`config.mk`:
```
export PLATFORM = sky130hd
export DESIGN_NAME = sensor_power_state_control_flat
export DESIGN_NICKNAME = d
export VERILOG_FILES = /design/src/power_seq_pkg.sv /design/src/power_link_if.sv /design/src/sensor_power_state_control.sv /design/src/flat_wrapper.sv
export SDC_FILE = /design/constraint.sdc
export NUM_CORES = 1
export LEC_CHECK = 0
export BUFFER_PORTS_ARGS = -buffer_cell sky130_fd_sc_hd__buf_2
export CORE_ASPECT_RATIO = 1.5
export CORE_UTILIZATION = 30
export CTS_CLUSTER_DIAMETER = 200
export CTS_CLUSTER_SIZE = 16
export DETAILED_ROUTE_END_ITERATION = 10
export HOLD_SLACK_MARGIN = 0.15
export PLACE_DENSITY = 0.45
export RECOVER_POWER = 100
export SLEW_MARGIN = 20
export SYNTH_ARGS = -nofsm -noshare
export SYNTH_HDL_FRONTEND = slang
export SYNTH_SLANG_ARGS = --single-unit
```
`constraint.sdc`:
```
create_clock -name i_ref_clk -period 2.9 [get_ports i_ref_clk]
set_input_delay 0.145 -clock i_ref_clk [delete_from_list [all_inputs] [get_ports i_ref_clk]]
set_output_delay 0.145 -clock i_ref_clk [all_outputs]
set_load 0.05 [all_outputs]
```
`src/power_seq_pkg.sv`:
```
// Purpose: shared constants and types for the sensor power-state control link
// Assumes: one 20 MHz clock on both ends
// Notes:   register offsets are 8-bit sensor addresses, bank chosen by one bit
package power_seq_pkg;

  ////////////////////////////////////////////////////////////////////////////
  // sensor register map
  localparam logic [7:0] SUSPEND_OFS       = 8'h03;
  localparam logic [7:0] STEP_HI_A_OFS     = 8'h6b;
  localparam logic [7:0] OP_S1_STEP_OFS    = 8'h6c;
  localparam logic [7:0] STEP_HI_B_OFS     = 8'h6d;
  localparam logic [7:0] S1_S2_STEP_OFS    = 8'h6e;
  localparam logic [7:0] ENABLE_OFS        = 8'h72;
  localparam logic       SUSPEND_BANK      = 1'b0;
  localparam logic       STEP_BANK         = 1'b1;

  localparam logic [7:0] SUSPEND_RST       = 8'h01;
  localparam logic [7:0] STEP_HI_A_RST     = 8'hb0;
  localparam logic [7:0] OP_S1_STEP_RST    = 8'h04;
  localparam logic [7:0] STEP_HI_B_RST     = 8'h60;
  localparam logic [7:0] S1_S2_STEP_RST    = 8'h09;
  localparam logic [7:0] ENABLE_RST        = 8'h00;
  localparam int         CTRL_BIT_POS      = 0;
  localparam logic [7:0] CTRL_BIT_MASK     = 8'h01;

  localparam logic [6:0] SLAVE_ADDR_RST    = 7'h73;

  ////////////////////////////////////////////////////////////////////////////
  // timing: one step of the power timers
  localparam int         CLK_KHZ           = 20000;
  localparam int         STEP_TIME_US      = 1000;
  localparam int         STEP_CYCLES       = (STEP_TIME_US * CLK_KHZ) / 1000;

  ////////////////////////////////////////////////////////////////////////////
  // host command port
  localparam logic [1:0] HOST_CMD_OFS      = 2'h0;
  localparam logic [1:0] HOST_WDATA_OFS    = 2'h1;
  localparam logic [1:0] HOST_STATUS_OFS   = 2'h2;
  localparam int         CMD_KIND_POS      = 0;
  localparam int         CMD_BANK_POS      = 3;
  localparam int         CMD_REG_POS       = 8;
  localparam int         STAT_BUSY_POS     = 0;
  localparam int         STAT_NACK_POS     = 1;
  localparam int         STAT_DATA_POS     = 8;

  typedef enum logic [2:0] {
    CMD_WRITE,
    CMD_READ,
    CMD_WAKE,
    CMD_SUSPEND,
    CMD_RESUME
  } cmd_kind_type;

  typedef enum logic [2:0] {
    PWR_DISABLED,
    PWR_OPERATE,
    PWR_STANDBY1,
    PWR_STANDBY2,
    PWR_SUSPEND
  } pwr_state_type;

endpackage

```
`src/power_link_if.sv`:
```
// Purpose: transaction-level sensor bus between host controller and sensor
// Assumes: both ends on the same clock; req is a one-cycle pulse
// Notes:   rsp_valid follows req by exactly one cycle
interface power_link_if;
  logic       req;
  logic [6:0] slave_addr;
  logic       addr_only;
  logic       rd;
  logic       bank;
  logic [7:0] reg_addr;
  logic [7:0] wdata;
  logic       rsp_valid;
  logic       rsp_ack;
  logic [7:0] rsp_data;

  modport dev_mp (
    input  req,
    input  slave_addr,
    input  addr_only,
    input  rd,
    input  bank,
    input  reg_addr,
    input  wdata,
    output rsp_valid,
    output rsp_ack,
    output rsp_data
  );

  modport host_mp (
    output req,
    output slave_addr,
    output addr_only,
    output rd,
    output bank,
    output reg_addr,
    output wdata,
    input  rsp_valid,
    input  rsp_ack,
    input  rsp_data
  );
endinterface

```
`src/sensor_power_state_control.sv`:
```
// Purpose: sensor end: power registers, power-state machine, wake and suspend
// Assumes: i_motion comes from the analog front end, asynchronous to i_ref_clk
// Notes:   step timers count in units of STEP_CYCLES clocks
module sensor_power_state_control #(
  parameter int         STEP_CYC   = power_seq_pkg::STEP_CYCLES,
  parameter logic [6:0] SLAVE_ADDR = power_seq_pkg::SLAVE_ADDR_RST
) (
  input  wire logic                         i_ref_clk,
  input  wire logic                         i_rst_b,
  power_link_if.dev_mp                      lnk,
  input  wire logic                         i_motion,
  output logic                              o_detect,
  output power_seq_pkg::pwr_state_type      o_power_state,
  output logic                              o_sensing_on
);
  import power_seq_pkg::*;

  ////////////////////////////////////////////////////////////////////////////
  typedef struct packed {
    pwr_state_type st;
    logic [7:0]    step_hi_a;
    logic [7:0]    op_s1_step;
    logic [7:0]    step_hi_b;
    logic [7:0]    s1_s2_step;
    logic [7:0]    enable;
    logic [7:0]    suspend_cmd;
    logic [15:0]   div_cnt;
    logic          step_tick;
    logic [7:0]    step_cnt;
    logic [2:0]    motion_sync;
    logic          motion_lvl;
    logic          rsp_valid;
    logic          rsp_ack;
    logic [7:0]    rsp_data;
    logic          detect;
    logic          sensing_on;
  } dev_state_type;

  dev_state_type r;
  dev_state_type r_nxt;

  function automatic logic hit(input logic b, input logic [7:0] a,
                               input logic bb, input logic [7:0] aa);
    hit = (b == bb) && (a == aa);
  endfunction

  function automatic logic [7:0] reg_read(input dev_state_type s, input logic b,
                                          input logic [7:0] a);
    reg_read = 8'h00;
    if (hit(b, a, SUSPEND_BANK, SUSPEND_OFS))   reg_read = s.suspend_cmd;
    if (hit(b, a, STEP_BANK, STEP_HI_A_OFS))    reg_read = s.step_hi_a;
    if (hit(b, a, STEP_BANK, OP_S1_STEP_OFS))   reg_read = s.op_s1_step;
    if (hit(b, a, STEP_BANK, STEP_HI_B_OFS))    reg_read = s.step_hi_b;
    if (hit(b, a, STEP_BANK, S1_S2_STEP_OFS))   reg_read = s.s1_s2_step;
    if (hit(b, a, STEP_BANK, ENABLE_OFS))       reg_read = s.enable;
  endfunction

  logic for_me;
  logic wake_req;
  logic do_wr;
  logic do_susp;
  logic stable_motion;

  ////////////////////////////////////////////////////////////////////////////
  always_comb begin
    r_nxt = r;
    r_nxt.rsp_valid = 1'b0;
    r_nxt.rsp_ack   = 1'b0;
    r_nxt.detect    = 1'b0;
    r_nxt.step_tick = 1'b0;

    // front-end level: three stages, accepted once the last two agree
    r_nxt.motion_sync = {r.motion_sync[1:0], i_motion};
    if (r.motion_sync[2] == r.motion_sync[1]) begin
      r_nxt.motion_lvl = r.motion_sync[2];
    end
    stable_motion = r.motion_lvl;

    // step divider
    if (r.div_cnt >= 16'(STEP_CYC - 1)) begin
      r_nxt.div_cnt   = 16'h0000;
      r_nxt.step_tick = 1'b1;
    end else begin
      r_nxt.div_cnt = r.div_cnt + 16'h0001;
    end

    // bus side
    for_me   = lnk.req && (lnk.slave_addr == SLAVE_ADDR);
    wake_req = for_me && lnk.addr_only && !lnk.rd;
    do_wr    = 1'b0;
    do_susp  = 1'b0;
    if (r.st == PWR_SUSPEND) begin
      // only the address-only write is acknowledged while suspended; other requests get a nack
      if (wake_req) begin
        r_nxt.rsp_valid = 1'b1;
        r_nxt.rsp_ack   = 1'b1;
        r_nxt.st        = PWR_DISABLED;
        r_nxt.step_cnt  = 8'h00;
      end else if (lnk.req) begin
        r_nxt.rsp_valid = 1'b1;
      end
    end else if (lnk.req) begin
      r_nxt.rsp_valid = 1'b1;
      r_nxt.rsp_ack   = for_me;
      do_wr           = for_me && !lnk.addr_only && !lnk.rd;
      if (for_me && lnk.rd && !lnk.addr_only) begin
        r_nxt.rsp_data = reg_read(r, lnk.bank, lnk.reg_addr);
      end
    end

    if (do_wr) begin
      if (hit(lnk.bank, lnk.reg_addr, STEP_BANK, STEP_HI_A_OFS)) begin
        r_nxt.step_hi_a = lnk.wdata;
      end
      if (hit(lnk.bank, lnk.reg_addr, STEP_BANK, OP_S1_STEP_OFS)) begin
        r_nxt.op_s1_step = lnk.wdata;
      end
      if (hit(lnk.bank, lnk.reg_addr, STEP_BANK, STEP_HI_B_OFS)) begin
        r_nxt.step_hi_b = lnk.wdata;
      end
      if (hit(lnk.bank, lnk.reg_addr, STEP_BANK, S1_S2_STEP_OFS)) begin
        r_nxt.s1_s2_step = lnk.wdata;
      end
      // reserved bits are kept as written; only bit 0 acts
      if (hit(lnk.bank, lnk.reg_addr, STEP_BANK, ENABLE_OFS)) begin
        r_nxt.enable = lnk.wdata;
      end
      if (hit(lnk.bank, lnk.reg_addr, SUSPEND_BANK, SUSPEND_OFS)) begin
        r_nxt.suspend_cmd = lnk.wdata;
        do_susp = lnk.wdata[CTRL_BIT_POS];
      end
    end

    ////////////////////////////////////////////////////////////////////////
    // power states; suspend beats everything else
    if (do_susp) begin
      r_nxt.st       = PWR_SUSPEND;
      r_nxt.step_cnt = 8'h00;
    end else if (r.st != PWR_SUSPEND) begin
      if (!r_nxt.enable[CTRL_BIT_POS]) begin
        r_nxt.st       = PWR_DISABLED;
        r_nxt.step_cnt = 8'h00;
      end else begin
        unique case (r.st)
          PWR_DISABLED: begin
            r_nxt.st       = PWR_OPERATE;
            r_nxt.step_cnt = 8'h00;
          end
          PWR_OPERATE: begin
            if (stable_motion) begin
              r_nxt.step_cnt = 8'h00;
            end else if (r.step_tick) begin
              if (r.step_cnt >= r.op_s1_step) begin
                r_nxt.st       = PWR_STANDBY1;
                r_nxt.step_cnt = 8'h00;
              end else begin
                r_nxt.step_cnt = r.step_cnt + 8'h01;
              end
            end
          end
          PWR_STANDBY1: begin
            if (stable_motion) begin
              r_nxt.st       = PWR_OPERATE;
              r_nxt.step_cnt = 8'h00;
            end else if (r.step_tick) begin
              if (r.step_cnt >= r.s1_s2_step) begin
                r_nxt.st       = PWR_STANDBY2;
                r_nxt.step_cnt = 8'h00;
              end else begin
                r_nxt.step_cnt = r.step_cnt + 8'h01;
              end
            end
          end
          PWR_STANDBY2: begin
            if (stable_motion) begin
              r_nxt.st       = PWR_OPERATE;
              r_nxt.step_cnt = 8'h00;
            end
          end
          PWR_SUSPEND: begin
            r_nxt.st = PWR_SUSPEND;
          end
        endcase
      end
    end

    // registered beside the state so the flag never lags the state output
    r_nxt.sensing_on = (r_nxt.st == PWR_OPERATE) || (r_nxt.st == PWR_STANDBY1)
                       || (r_nxt.st == PWR_STANDBY2);

    // detection only while sensing; the default above keeps it to one pulse
    if (r_nxt.motion_lvl && !r.motion_lvl && r.enable[CTRL_BIT_POS]
        && (r.st != PWR_SUSPEND) && (r.st != PWR_DISABLED)) begin
      r_nxt.detect = 1'b1;
    end
  end

  ////////////////////////////////////////////////////////////////////////////
  always_ff @(posedge i_ref_clk) begin
    if (!i_rst_b) begin
      r             <= '0;
      r.st          <= PWR_DISABLED;
      r.step_hi_a   <= STEP_HI_A_RST;
      r.op_s1_step  <= OP_S1_STEP_RST;
      r.step_hi_b   <= STEP_HI_B_RST;
      r.s1_s2_step  <= S1_S2_STEP_RST;
      r.enable      <= ENABLE_RST;
      r.suspend_cmd <= SUSPEND_RST;
    end else begin
      r <= r_nxt;
    end
  end

  assign lnk.rsp_valid = r.rsp_valid;
  assign lnk.rsp_ack   = r.rsp_ack;
  assign lnk.rsp_data  = r.rsp_data;
  assign o_detect      = r.detect;
  assign o_power_state = r.st;
  assign o_sensing_on  = r.sensing_on;

endmodule

```
`src/flat_wrapper.sv`:
```
// flat-port wrapper written by rule: the top's interface ports become plain ports
module sensor_power_state_control_flat import power_seq_pkg::*;
#(
  parameter int         STEP_CYC   = power_seq_pkg::STEP_CYCLES,
  parameter logic [6:0] SLAVE_ADDR = power_seq_pkg::SLAVE_ADDR_RST
)
  (i_ref_clk, i_rst_b, i_motion, o_detect, o_power_state, o_sensing_on, lnk_req, lnk_slave_addr, lnk_addr_only, lnk_rd, lnk_bank, lnk_reg_addr, lnk_wdata, lnk_rsp_valid, lnk_rsp_ack, lnk_rsp_data);
  power_link_if lnk_i ();
  input  wire logic i_ref_clk;
  input  wire logic i_rst_b;
  input  wire logic i_motion;
  output logic o_detect;
  output power_seq_pkg::pwr_state_type o_power_state;
  output logic o_sensing_on;
  input wire logic [$bits(lnk_i.req)-1:0] lnk_req;
  input wire logic [$bits(lnk_i.slave_addr)-1:0] lnk_slave_addr;
  input wire logic [$bits(lnk_i.addr_only)-1:0] lnk_addr_only;
  input wire logic [$bits(lnk_i.rd)-1:0] lnk_rd;
  input wire logic [$bits(lnk_i.bank)-1:0] lnk_bank;
  input wire logic [$bits(lnk_i.reg_addr)-1:0] lnk_reg_addr;
  input wire logic [$bits(lnk_i.wdata)-1:0] lnk_wdata;
  output wire logic [$bits(lnk_i.rsp_valid)-1:0] lnk_rsp_valid;
  output wire logic [$bits(lnk_i.rsp_ack)-1:0] lnk_rsp_ack;
  output wire logic [$bits(lnk_i.rsp_data)-1:0] lnk_rsp_data;
  assign lnk_i.req = lnk_req;
  assign lnk_i.slave_addr = lnk_slave_addr;
  assign lnk_i.addr_only = lnk_addr_only;
  assign lnk_i.rd = lnk_rd;
  assign lnk_i.bank = lnk_bank;
  assign lnk_i.reg_addr = lnk_reg_addr;
  assign lnk_i.wdata = lnk_wdata;
  assign lnk_rsp_valid = lnk_i.rsp_valid;
  assign lnk_rsp_ack = lnk_i.rsp_ack;
  assign lnk_rsp_data = lnk_i.rsp_data;
  sensor_power_state_control #(.STEP_CYC(STEP_CYC), .SLAVE_ADDR(SLAVE_ADDR)) u_core (.i_ref_clk(i_ref_clk), .i_rst_b(i_rst_b), .lnk(lnk_i), .i_motion(i_motion), .o_detect(o_detect), .o_power_state(o_power_state), .o_sensing_on(o_sensing_on));
endmodule
```
After elaboration in Yosys (flattened, before gate mapping)
Cells that the tools add are included.
- flip-flop bits (word level): 92
- bits of input ports: 30
- output and inout port bits: 15
- word-level logic and storage cells: 122
- $add $sub $neg: 2
- magnitude comparators: 3
- equality and inequality tests: 16
- muxes and demuxes: 47
- bitwise logic cells: 3
- reduce and logical (&&, ||, !) cells: 33
- operators by type and width (cell ; number):
    two-way mux 8 bit ; 19
    equality test 8 x 7 -> 1 bit, second input constant ; 5
    two-way mux 3 bit ; 12
    case mux 8 bit (4 select lines) ; 1
    logical AND 1 bit ; 17
    adder 16 x 1 -> 16 bit, second input constant ; 1
    greater-or-equal comparator 16 x 15 -> 1 bit, second input constant ; 1
    greater-or-equal comparator 8 bit ; 2
    case mux 3 bit (5 select lines) ; 1
    equality test 3 x 2 -> 1 bit, second input constant ; 4
    AND reduction 2 bit ; 6
    two-way mux 1 bit ; 11
    two-way mux 10 bit ; 1
    two-way mux 9 bit ; 1
    adder 8 x 1 -> 8 bit, second input constant ; 1
    equality test 8 x 2 -> 1 bit, second input constant ; 1
    equality test 7 bit, second input constant ; 1
    equality test 3 x 1 -> 1 bit, second input constant ; 2
    OR reduction 2 bit ; 2
    equality test 3 bit, second input constant ; 1
    zero test 1 bit ; 3
    zero test 3 bit ; 1
    != test 3 bit, second input constant ; 1
    NOT 1 bit ; 3
    5 further kinds ; 6

Logic depth before layout (Yosys ltp)
Gate-level depths: netlist of run 1.
- depth in word-level cells: 16
- depth in mapped cells: 9
- depth with buffers taken out: 8

Worst setup path before layout of run 1
OpenSTA, ideal clock, no wires.
- path type: reg2reg
- start point: reg u_core.r[20] (netlist name)
- end point: reg u_core.r[19] (netlist name)
- arrival time: 1.953 ns
- data required time: 2.822 ns
- path slack: 0.870 ns
- cell stages (with the launch flop): 9
- path buffers: 1
- period minus slack after synthesis: 2.030 ns
- cell sequence: dfxtp_1 > ha_1 > or4_1 > a21oi_1 > o31ai_1 > a2bb2o_1 > clkbuf_1 > a22oi_1 > nor3_1
- word-level cells in the longest chain between the ends: 7
- elaborated cells between the ends (all ways): 11
- ends and longest elaborated chain (what ; line ; source):
    from (decl) ; sensor_power_state_control.sv:39 ; dev_state_type r;
    from (signal assigned) ; sensor_power_state_control.sv:210 ; r <= r_nxt;
    greater-or-equal comparator 8 bit, on equally long branches ; sensor_power_state_control.sv:166, sensor_power_state_control.sv:153 ;
    two-way mux 8 bit, on equally long branches ; sensor_power_state_control.sv:166, sensor_power_state_control.sv:153 ;
    two-way mux 8 bit, on equally long branches ; sensor_power_state_control.sv:165, sensor_power_state_control.sv:152 ;
    two-way mux 8 bit, on equally long branches ; sensor_power_state_control.sv:162, sensor_power_state_control.sv:150 ;
    case mux 8 bit (4 select lines) (*) ; sensor_power_state_control.sv:144 ; unique case (r.st)
    two-way mux 8 bit (*) ; sensor_power_state_control.sv:140 ; if (!r_nxt.enable[CTRL_BIT_POS]) begin
    two-way mux 8 bit (*) ; sensor_power_state_control.sv:139 ; end else if (r.st != PWR_SUSPEND) begin
Every way passes the cells marked *; elsewhere a longest branch is shown, timed or not.
A chain may end at the register's enable or synchronous reset.

Worst setup path after layout of run 1
- start point: in lnk_req
- end point: reg u_core.r[73] (netlist name)
- word-level cells in the longest chain between the ends: 6
- ends and longest elaborated chain (what ; line ; source):
    from (decl) ; flat_wrapper.sv:15 ; input wire logic [$bits(lnk_i.req)-1:0] lnk_req;
    logical AND 1 bit ; sensor_power_state_control.sv:88 ; for_me = lnk.req && (lnk.slave_addr == SLAVE_ADDR);
    logical AND 1 bit (2 in a row) ; sensor_power_state_control.sv:105 ; do_wr = for_me && !lnk.addr_only && !lnk.rd;
    two-way mux 1 bit (*) ; sensor_power_state_control.sv:102 ; end else if (lnk.req) begin
    two-way mux 1 bit (*) ; sensor_power_state_control.sv:92 ; if (r.st == PWR_SUSPEND) begin
    AND reduction 2 bit (no source line) (*) ; n/a ;
Marks and branches as above.

==> results of run 1 <==
==> area by class of cell <==
| type | instances | area [um^2] | area share |
|---|---|---|---|
| clock buffers | 10 | 239 | 0.0450 |
| flip-flops and latches | 92 | 1840 | 0.347 |
| repair buffers | 66 | 387 | 0.0729 |
| multi-input cells | 405 | 2430 | 0.459 |
| well taps | 196 | 245 | 0.0462 |
| clock inverters | 6 | 87.6 | 0.0165 |
| inverters | 19 | 71.3 | 0.0134 |
==> through the flow <==
stage / power [mW] / util / hold WS, ns / instances / area, um^2
4_1_cts: 2.70 / 0.366 / 0.162 / 794 / 5340
3_5_place_dp: 1.41 / 0.335 / 0.358 / 766 / 4900
2_1_floorplan: 1.34 / - / 0.267 / 543 / 4510
3_3_place_gp: 1.41 / 0.335 / 0.351 / 766 / 4900
6_report: 2.66 / 0.364 / 0.176 / 794 / 5310
5_1_grt: 2.76 / 0.364 / 0.178 / 794 / 5310
==> how the worst min path moves through the flow <==
stage                     startpoint                 end  slack (ns)  depth (start not counted)
after floorplan              i_rst_b        u_core.r[13]        0.27                          1
after global placement      i_motion        u_core.r[13]        0.35                          2
after detailed placement    i_motion        u_core.r[13]        0.36                          2
after CTS                     lnk_rd  u_core.lnk.rsp_ack        0.16                          3
after global routing          lnk_rd  u_core.lnk.rsp_ack        0.18                          3
final                         lnk_rd  u_core.lnk.rsp_ack        0.18                          3
==> sequential cells by signal, summed over array words and instances, names as in the netlist <==
name and count:
u_core.lnk.rsp_ack 1, u_core.lnk.rsp_data 8, u_core.lnk.rsp_valid 1, u_core.o_detect 1
u_core.o_power_state 3, u_core.o_sensing_on 1, u_core.r 76, u_core.stable_motion 1
==> cell usage in the layout (no fill, tap or decap), types with 8 or more instances in the layout <==
cell,synthesis,layout
clkbuf_1,12,19
nand3_1,27,27
o21ai_0,14,18
and3_1,9,9
buf_4,11,8
nand2_1,90,90
a22oi_1,9,9
nor2_1,52,53
xor2_1,10,10
inv_1,18,18
clkbuf_16,0,9
nor3_1,9,9
ha_1,18,18
buf_2,2,27
a22o_1,9,9
a21oi_1,48,48
dfxtp_1,92,92
mux2i_1,20,20
dlygate4sd3_1,0,12
==> Yosys cell counts, drive strengths merged, types with 2 or more instances <==
library cell   n  area share
nand2         90       0.075
inv           19       0.016
xor2          10       0.019
ha            18       0.050
o21ai         19       0.024
mux2i         20       0.044
buf           15       0.024
a21oi         48       0.053
or3            4      0.0056
nand3         27       0.030
nor3b          3       0.010
dfxtp         92        0.41
nor2          54       0.046
o31ai          7       0.013
o2111ai        3      0.0058
nor3           9       0.010
nor2b          6      0.0083
nand4b         3      0.0058
a22oi          9       0.015
nand4          7      0.0097
or4            3      0.0050
o22ai          5      0.0069
and2           7      0.0097
and3          10       0.015
a22o           9       0.017
o211a          2      0.0044
clkbuf        12       0.010
a31oi          2      0.0028
o211ai         2      0.0033
xnor2          3      0.0058
a2111oi        2      0.0039
nand2b         5      0.0069
==> metal layers <==
metal,global-route usage,share of wire,vias to the layer above,wire [um]
met5,0,0,-,0
met4,0.0646,0.026,0,330
met3,0.0211,0.027,15,344
met2,0.312,0.54,53,6880
met1,0.199,0.41,1895,5290
li1,-,-,1996,-
==> cell families (layout without fill, tap and decap cells) <==
family	count (synthesis)	after routing
AO/OA/AOI/OAI	117	117
XOR/XNOR	13	13
adder cells (fa/ha/maj)	19	19
buffers and inverters	46	101
flip-flops	92	92
multiplexers	21	21
other	1	1
AND/OR/NAND/NOR	234	234
==> what timing repair did <==
item                      CTS  global route
buffers inserted            0             0
hold buffers               12             0
hold endpoints to repair   27             0
gates resized for setup     0             0
==> power breakdown <==
| group | internal [mW] | switching [mW] | leakage [nW] | total, mW |
|---|---|---|---|---|
| sequential | 1.27 | 0.00423 | 0.743 | 1.27 |
| clock | 0.779 | 0.497 | 0.162 | 1.28 |
| combinational | 0.0418 | 0.0729 | 1.12 | 0.115 |
| total | 2.09 | 0.574 | 2.03 | 2.66 |
==> worst min-delay path: stages <==
cell	delay, ns
buf_2	0.12
nand2b_1	0.10
a2111oi_0	0.09
==> Flow_metrics.wiki, run 1 <==
{| class="wikitable"
! Metric !! Value
|-
| Post-synthesis compound-gate area fraction || 0.167
|-
| Synthesis-stage register bit count || 92
|-
| Final nets || 641
|-
| Die Footprint || 15,500 um^2
|-
| Share of the yosys chip area belonging to registers || 0.409
|-
| Flip-flop cell with the highest count after synthesis || dfxtp_1
|-
| Synth Area per Inst || 8.30 um^2
|-
| Count of antenna diodes in the layout || 0
|-
| Total track usage || 0.171
|-
| Register-to-Register Setup Slack || 0.34 ns
|-
| Multiplexer area fraction after synthesis || 0.0469
|-
| Antenna Nets Post-Route || 0
|-
| Violation count after the first detailed-routing iteration || 142
|-
| Critical path start-end classification || input pin to register
|-
| Basic-gate share of the synthesized area counting and, or, nand and nor cells || 0.250
|-
| Synthesized-area fraction occupied by xor and xnor cells || 0.0253
|-
| Cell at the root of the clock tree || clkbuf_16
|-
| Via count || 3,959
|-
| Latest clock arrival within the worst-skew pair || 0.34 ns
|-
| Logic depth of the worst setup path including buffers || 9
|-
| Combinational family with the most area after synthesis || simple AND/OR/NAND/NOR gates
|-
| Area growth syn-to-layout || 17.7%
|-
| Transition time at the pin with the least slew margin || 1.03 ns
|-
| Final Critical Period || 2.57 ns
|-
| Crit path DAT || 2.76 ns
|-
| Post-DR wirelength/cell || 16.2 um
|-
| Number of top-level design ports || 45
|-
| Std-Cell Rows || 54
|-
| Placer Congestion || 0.823
|-
| Delay of the slowest cell on the worst path || 0.78 ns
|-
| Inserted Clock Buffers || 9
|-
| Data required time of the critical path || 3.09 ns
|-
| Number of port buffers || 44
|-
| Share of the clock period used by the worst path after layout || 0.887
|-
| Cell-by-cell listing of the critical path || dlygate4sd3_1 -> buf_2 -> nand4b_1 -> nor4b_1 -> buf_4 -> nand2_1 -> nor2_1 -> mux2i_1 -> nor2_1
|-
| Deepest level of the CTS H-tree || 3
|-
| FF-to-FF End || u_core.r[73]
|-
| Largest delay share family, worst path || simple AND/OR/NAND/NOR gates
|-
| Maximum buffer depth of the clock tree || 2
|-
| Filler Cells Inserted || 1,643
|-
| Syn Nets || 591
|-
| Outcome || finished, final reports clean
|-
| Gr ovfl total || 0
|-
| Synth async-reset ratio || 0
|-
| Number of distinct library cells after synthesis || 60
|-
| Via-to-Cell Ratio || 4.99
|-
| Clk sink count || 92
|-
| Final setup violation count || 0
|-
| Reg clk slew, reported paths || 0.07 ns
|-
| Number of synthesized flops with an enable pin || 0
|-
| Starting Density || 0.309
|-
| RSZ-0062 raised after global routing || false
|-
| Sum of net half-perimeters after detailed placement || 9.72 mm
|-
| Final Skew || 0.0118 ns
|-
| Cells on worst reg2reg path || 7
|-
| Total detailed-routing wirelength || 12.8 mm
|-
| Reg2reg start || u_core.o_power_state[2]
|-
| Count of final hold-check violations || 0
|-
| Remaining DRCs || 0
|-
| Number of max-capacitance violations reported || 0
|-
| Fraction of final layout cells with drive strength greater than 1 || 0.0987
|-
| Highest net fanout along the worst path || 16
|-
| Fin worst setup slack || 0.327 ns
|-
| Max-slew headroom || 0.308
|-
| Lkg Pwr || 2.03 nW
|-
| Post-placement setup slack || 0.526 ns
|-
| CTS tree || yes
|-
| Number of global-route vias before repair || 3,847
|-
| End of the critical path || u_core.r[73]
|-
| Category of the worst setup path capture point || register
|-
| Router iterations before antenna repair || 4
|-
| Wire length of the first global-routing pass || 20.4 mm
|-
| Accumulated negative setup slack || 0 ns
|-
| Final slew viol count || 0
|-
| Core box area || 14,600 um^2
|-
| YS warnings || 0
|-
| Power Dens Cells || 502 nW/um^2
|-
| Synth Instances || 543
|-
| Worst supply voltage drop on vdd || 0.331 mV
|-
| Critical path buffer and inverter count || 3
|-
| Post-Synth Adder-Cell Area || 0.0522
|-
| Critical Path Slowest Stage Cell || nor2_1
|-
| Netlist area before placement || 4510 um^2
|-
| Largest net degree at the start of global routing || 46
|-
| Hold/Removal Path Class || input pin to register
|-
| Top cell by count, worst path || nor2_1
|-
| Timing-limited maximum frequency || 0.389 GHz
|-
| Chip Width || 102 um
|-
| Overall die height || 152 um
|-
| Worst Setup SP || lnk_req
|-
| Number of antenna violations at the first check in global routing || 0
|-
| Launching element type of the critical path || input pin
|}
No activity file was read; power rests on OpenSTA's default activity.
==> inputs of run 2 (changes only) <==
- ABC_AREA: not set -> 1
- CORE_MARGIN: not set -> 8
==> Flow_metrics.wiki, run 2 <==
{| class="wikitable"
! Metric !! Value
|-
| Starting Density || 0.305 (-0.00343)
|-
| Launching element type of the critical path || input pin
|-
| Number of global-route vias before repair || 4,495 (+17%)
|-
| Total track usage || 0.137 (-0.0343)
|-
| Overall die height || 173 um (+14%)
|-
| Total detailed-routing wirelength || 14.1 mm (+9.7%)
|-
| Most common cell after layout, fill and taps aside || nand2_1
|-
| Via-to-Cell Ratio || 4.68 (-6.1%)
|-
| Maximum buffer depth of the clock tree || 2 (unchanged)
|-
| Cell-by-cell listing of the critical path || dlygate4sd3_1 -> clkbuf_1 -> nand2_1 -> nor2_1 -> nand3_2 -> nor2_4 -> nand2_4 -> nor2_1 -> inv_2 -> o21ai_0 -> a21oi_1
|-
| Synth async-reset ratio || 0 (unchanged)
|-
| Switching power summed over all nets || 0.584 mW (+1.8%)
|-
| Critical Path Slowest Stage Cell || nor2_1
|-
| Fraction of final layout cells with drive strength greater than 1 || 0.0996 (+0.000929)
|-
| Post CTS Setup Buffer Count || 0 (unchanged)
|-
| Final nets || 777 (+21%)
|-
| Critical path start-end classification || input pin to register
|-
| Comb power frac || 0.048 (+0.005)
|-
| Synthesized-area fraction occupied by xor and xnor cells || 0.0178 (-0.00747)
|-
| Largest delay share family, worst path || simple AND/OR/NAND/NOR gates
|-
| Post-synthesis compound-gate area fraction || 0.158 (-0.00925)
|-
| Critical path buffer and inverter count || 3 (unchanged)
|-
| Sequential share of power || 0.494 (+0.016)
|-
| Data required time of the critical path || 3.13 ns (+0.04 ns)
|-
| Highest net fanout along the worst path || 9 (-7)
|-
| Pwr Total || 2.57 mW (-3.4%)
|-
| Count of antenna diodes in the layout || 0 (unchanged)
|-
| Top cell by count, worst path || nor2_1
|-
| Post-cts repair resize count || 0 (unchanged)
|-
| Synth cell count leaders || 119 x nand2_1, 96 x inv_1, 92 x dfxtp_1, 91 x nor2_1, 59 x a21oi_1
|-
| Number of synthesized flops with an enable pin || 0 (unchanged)
|-
| Gr ovfl total || 0 (unchanged)
|-
| Violation count after the first detailed-routing iteration || 265 (+87%)
|-
| Top library cells by usage in the layout, fill and taps aside || 121 x nand2_1, 100 x inv_1, 96 x nor2_1
|-
| Chip Width || 121 um (+18%)
|-
| Share of the yosys chip area belonging to registers || 0.374 (-0.0345)
|-
| Timing-limited maximum frequency || 0.428 GHz (+10%)
|-
| Inserted Clock Buffers || 9 (unchanged)
|-
| RSZ-0062 raised after global routing || false
|-
| Number of port buffers || 44 (unchanged)
|-
| Latest clock arrival within the worst-skew pair || 0.34 ns (about the same)
|-
| Register-to-Register Setup Slack || 0.71 ns (+0.37 ns)
|-
| Count of final hold-check violations || 0 (unchanged)
|-
| Sum of net half-perimeters after detailed placement || 11.2 mm (+15%)
|-
| Share of the clock period used by the worst path after layout || 0.805 (-0.0821)
|-
| Accumulated negative setup slack || 0 ns (unchanged)
|-
| Netlist area before placement || 4920 um^2 (+9.2%)
|-
| Number of distinct library cells after synthesis || 44 (-27%)
|-
| Switching power as a share of total power || 0.227 (+0.0115)
|-
| Number of antenna violations at the first check in global routing || 0 (unchanged)
|-
| Remaining DRCs || 0 (unchanged)
|-
| Transition time at the pin with the least slew margin || 1.18 ns (+0.149 ns)
|-
| Largest area contributor in the synthesized netlist || dfxtp_1
|-
| Wire length of the first global-routing pass || 22.4 mm (+9.7%)
|-
| YS warnings || 0 (unchanged)
|-
| Deepest level of the CTS H-tree || 3 (unchanged)
|-
| Hold/Removal Path Class || input pin to register
|-
| Cell with the most instances after synthesis || nand2_1
|-
| Number of flip-flops in the largest register || 76 (unchanged)
|-
| Lkg Pwr || 2.28 nW (+12%)
|-
| Post-Synth Adder-Cell Area || 0.0457 (-0.00644)
|-
| Area growth syn-to-layout || 12.8%
|-
| Core box area || 16,100 um^2 (+10%)
|-
| Area share of the largest cell type after synthesis || 0.374 (-0.0345)
|-
| Flip-flop cell with the highest count after synthesis || dfxtp_1
|-
| Final Skew || 0.00753 ns (-0.00431 ns)
|-
| Cell at the root of the clock tree || clkbuf_16
|-
| Category of the worst setup path capture point || register
|-
| Final setup violation count || 0 (unchanged)
|-
| Basic-gate share of the synthesized area counting and, or, nand and nor cells || 0.288 (+0.0384)
|-
| Std-Cell Rows || 57 (+5.6%)
|-
| Synth Area per Inst || 7.15 um^2 (-14%)
|-
| Number of max-capacitance violations reported || 0 (unchanged)
|-
| Reg clk slew, reported paths || 0.07 ns (about the same)
|-
| Via count || 4,395 (+11%)
|-
| CTS tree || yes
|-
| Syn Nets || 737 (+25%)
|-
| Largest reg by FF count || u_core.r
|-
| Clk sink count || 92 (unchanged)
|-
| Fin worst setup slack || 0.566 ns (+0.238 ns)
|-
| Max-slew headroom || 0.210 (-0.0978)
|-
| Post-placement setup slack || 0.800 ns (+0.274 ns)
|-
| Worst supply voltage drop on vdd || 0.230 mV (-31%)
|-
| Power Dens Cells || 463 nW/um^2 (-7.7%)
|-
| Die Footprint || 20,900 um^2 (+34%)
|-
| Antenna Nets Post-Route || 0 (unchanged)
|-
| Delay of the slowest cell on the worst path || 0.57 ns (-0.21 ns)
|-
| Synthesis-stage register bit count || 92 (unchanged)
|-
| Final Critical Period || 2.33 ns (-0.238 ns)
|-
| Crit path DAT || 2.57 ns (-0.19 ns)
|-
| Clock network power share || 0.458 (-0.021)
|-
| Placement-stage cell area || 5250 um^2 (+7.2%)
|-
| Multiplexer area fraction after synthesis || 0 (-0.0469)
|-
| Post-DR wirelength/cell || 15.0 um (-7.2%)
|-
| Number of top-level design ports || 45 (unchanged)
|-
| Combinational family with the most area after synthesis || simple AND/OR/NAND/NOR gates
|-
| Placer Congestion || 0.845 (+2.7%)
|-
| Synth Instances || 689 (+27%)
|-
| Cells taking the most area after synthesis || dfxtp_1 37%, nand2_1 9.1%, inv_1 7.3%
|-
| Final slew viol count || 0 (unchanged)
|-
| Total non-filler cell area in the finished layout || 5550 um^2 (+4.7%)
|-
| Largest net degree at the start of global routing || 36 (-22%)
|-
| Router iterations before antenna repair || 6 (+2)
|-
| Cell Int Power || 1.99 mW (-4.8%)
|-
| Hold bufs inserted after CTS || 9 (-3)
|-
| Outcome || finished, final reports clean
|}
run 2: worst paths after layout:
| check | from | end | cells after the start |
|---|---|---|---|
| worst max register to register | u_core.o_power_state[0] | u_core.lnk.rsp_data[0] | 8 |
| worst min register to register | u_core.r[13] | u_core.r[14] | 2 |
| worst max-delay path | lnk_req | u_core.r[84] | 11 |
| worst min-delay path | lnk_wdata[0] | u_core.r[57] | 3 |
run 2: cell families after synthesis:
family                     Yosys count
xor gates and xnor gates            10
AOI/OAI and AO/OA                  131
adders and majority gates           18
DFF                                 92
other                                1
buffers and inverters              132
and+or+nand+nor                    305
run 2: layout make-up:
| type | count | area (um^2) |
|---|---|---|
| Inverter | 105 | 395 |
| Multi-Input combinational cell | 465 | 2450 |
| Timing Repair Buffer | 56 | 312 |
| Sequential cell | 92 | 1840 |
| Clock buffer | 10 | 239 |
| Fill cell | 1784 | 10600 |
| Clock inverter | 5 | 52.6 |
| Tap cell | 206 | 258 |
run 2: power by group through the flow:
stage	clock network [mW]	registers [mW]	logic, mW
detailed placement	0	1.30	0.119
global placement	0	1.30	0.118
global route	1.26	1.27	0.138
floorplan	0	1.30	0.0593
finish	1.18	1.27	0.124
CTS	1.21	1.27	0.129
run 2: per-layer routing:
layer	global-route usage	routed length, um	part of all wire	vias to the layer above
met5	0	0	0	-
met4	0.0732	489	0.035	0
met3	0.0189	250	0.018	27
met2	0.262	7690	0.55	61
met1	0.137	5660	0.40	1998
li1	-	-	-	2309
run 2: worst min-delay path, stage by stage:
cell and delay [ns]:
buf_2 0.16, nand2_1 0.07, o211ai_1 0.07
run 2: through the flow:
stage | util | std cells | hold slack (ns)
final | 0.345 | 939 | 0.150
after global routing | 0.345 | 939 | 0.161
after CTS | 0.349 | 939 | 0.157
after detailed placement | 0.326 | 915 | 0.334
after global placement | 0.326 | 915 | 0.330
after floorplan | - | 689 | 0.238
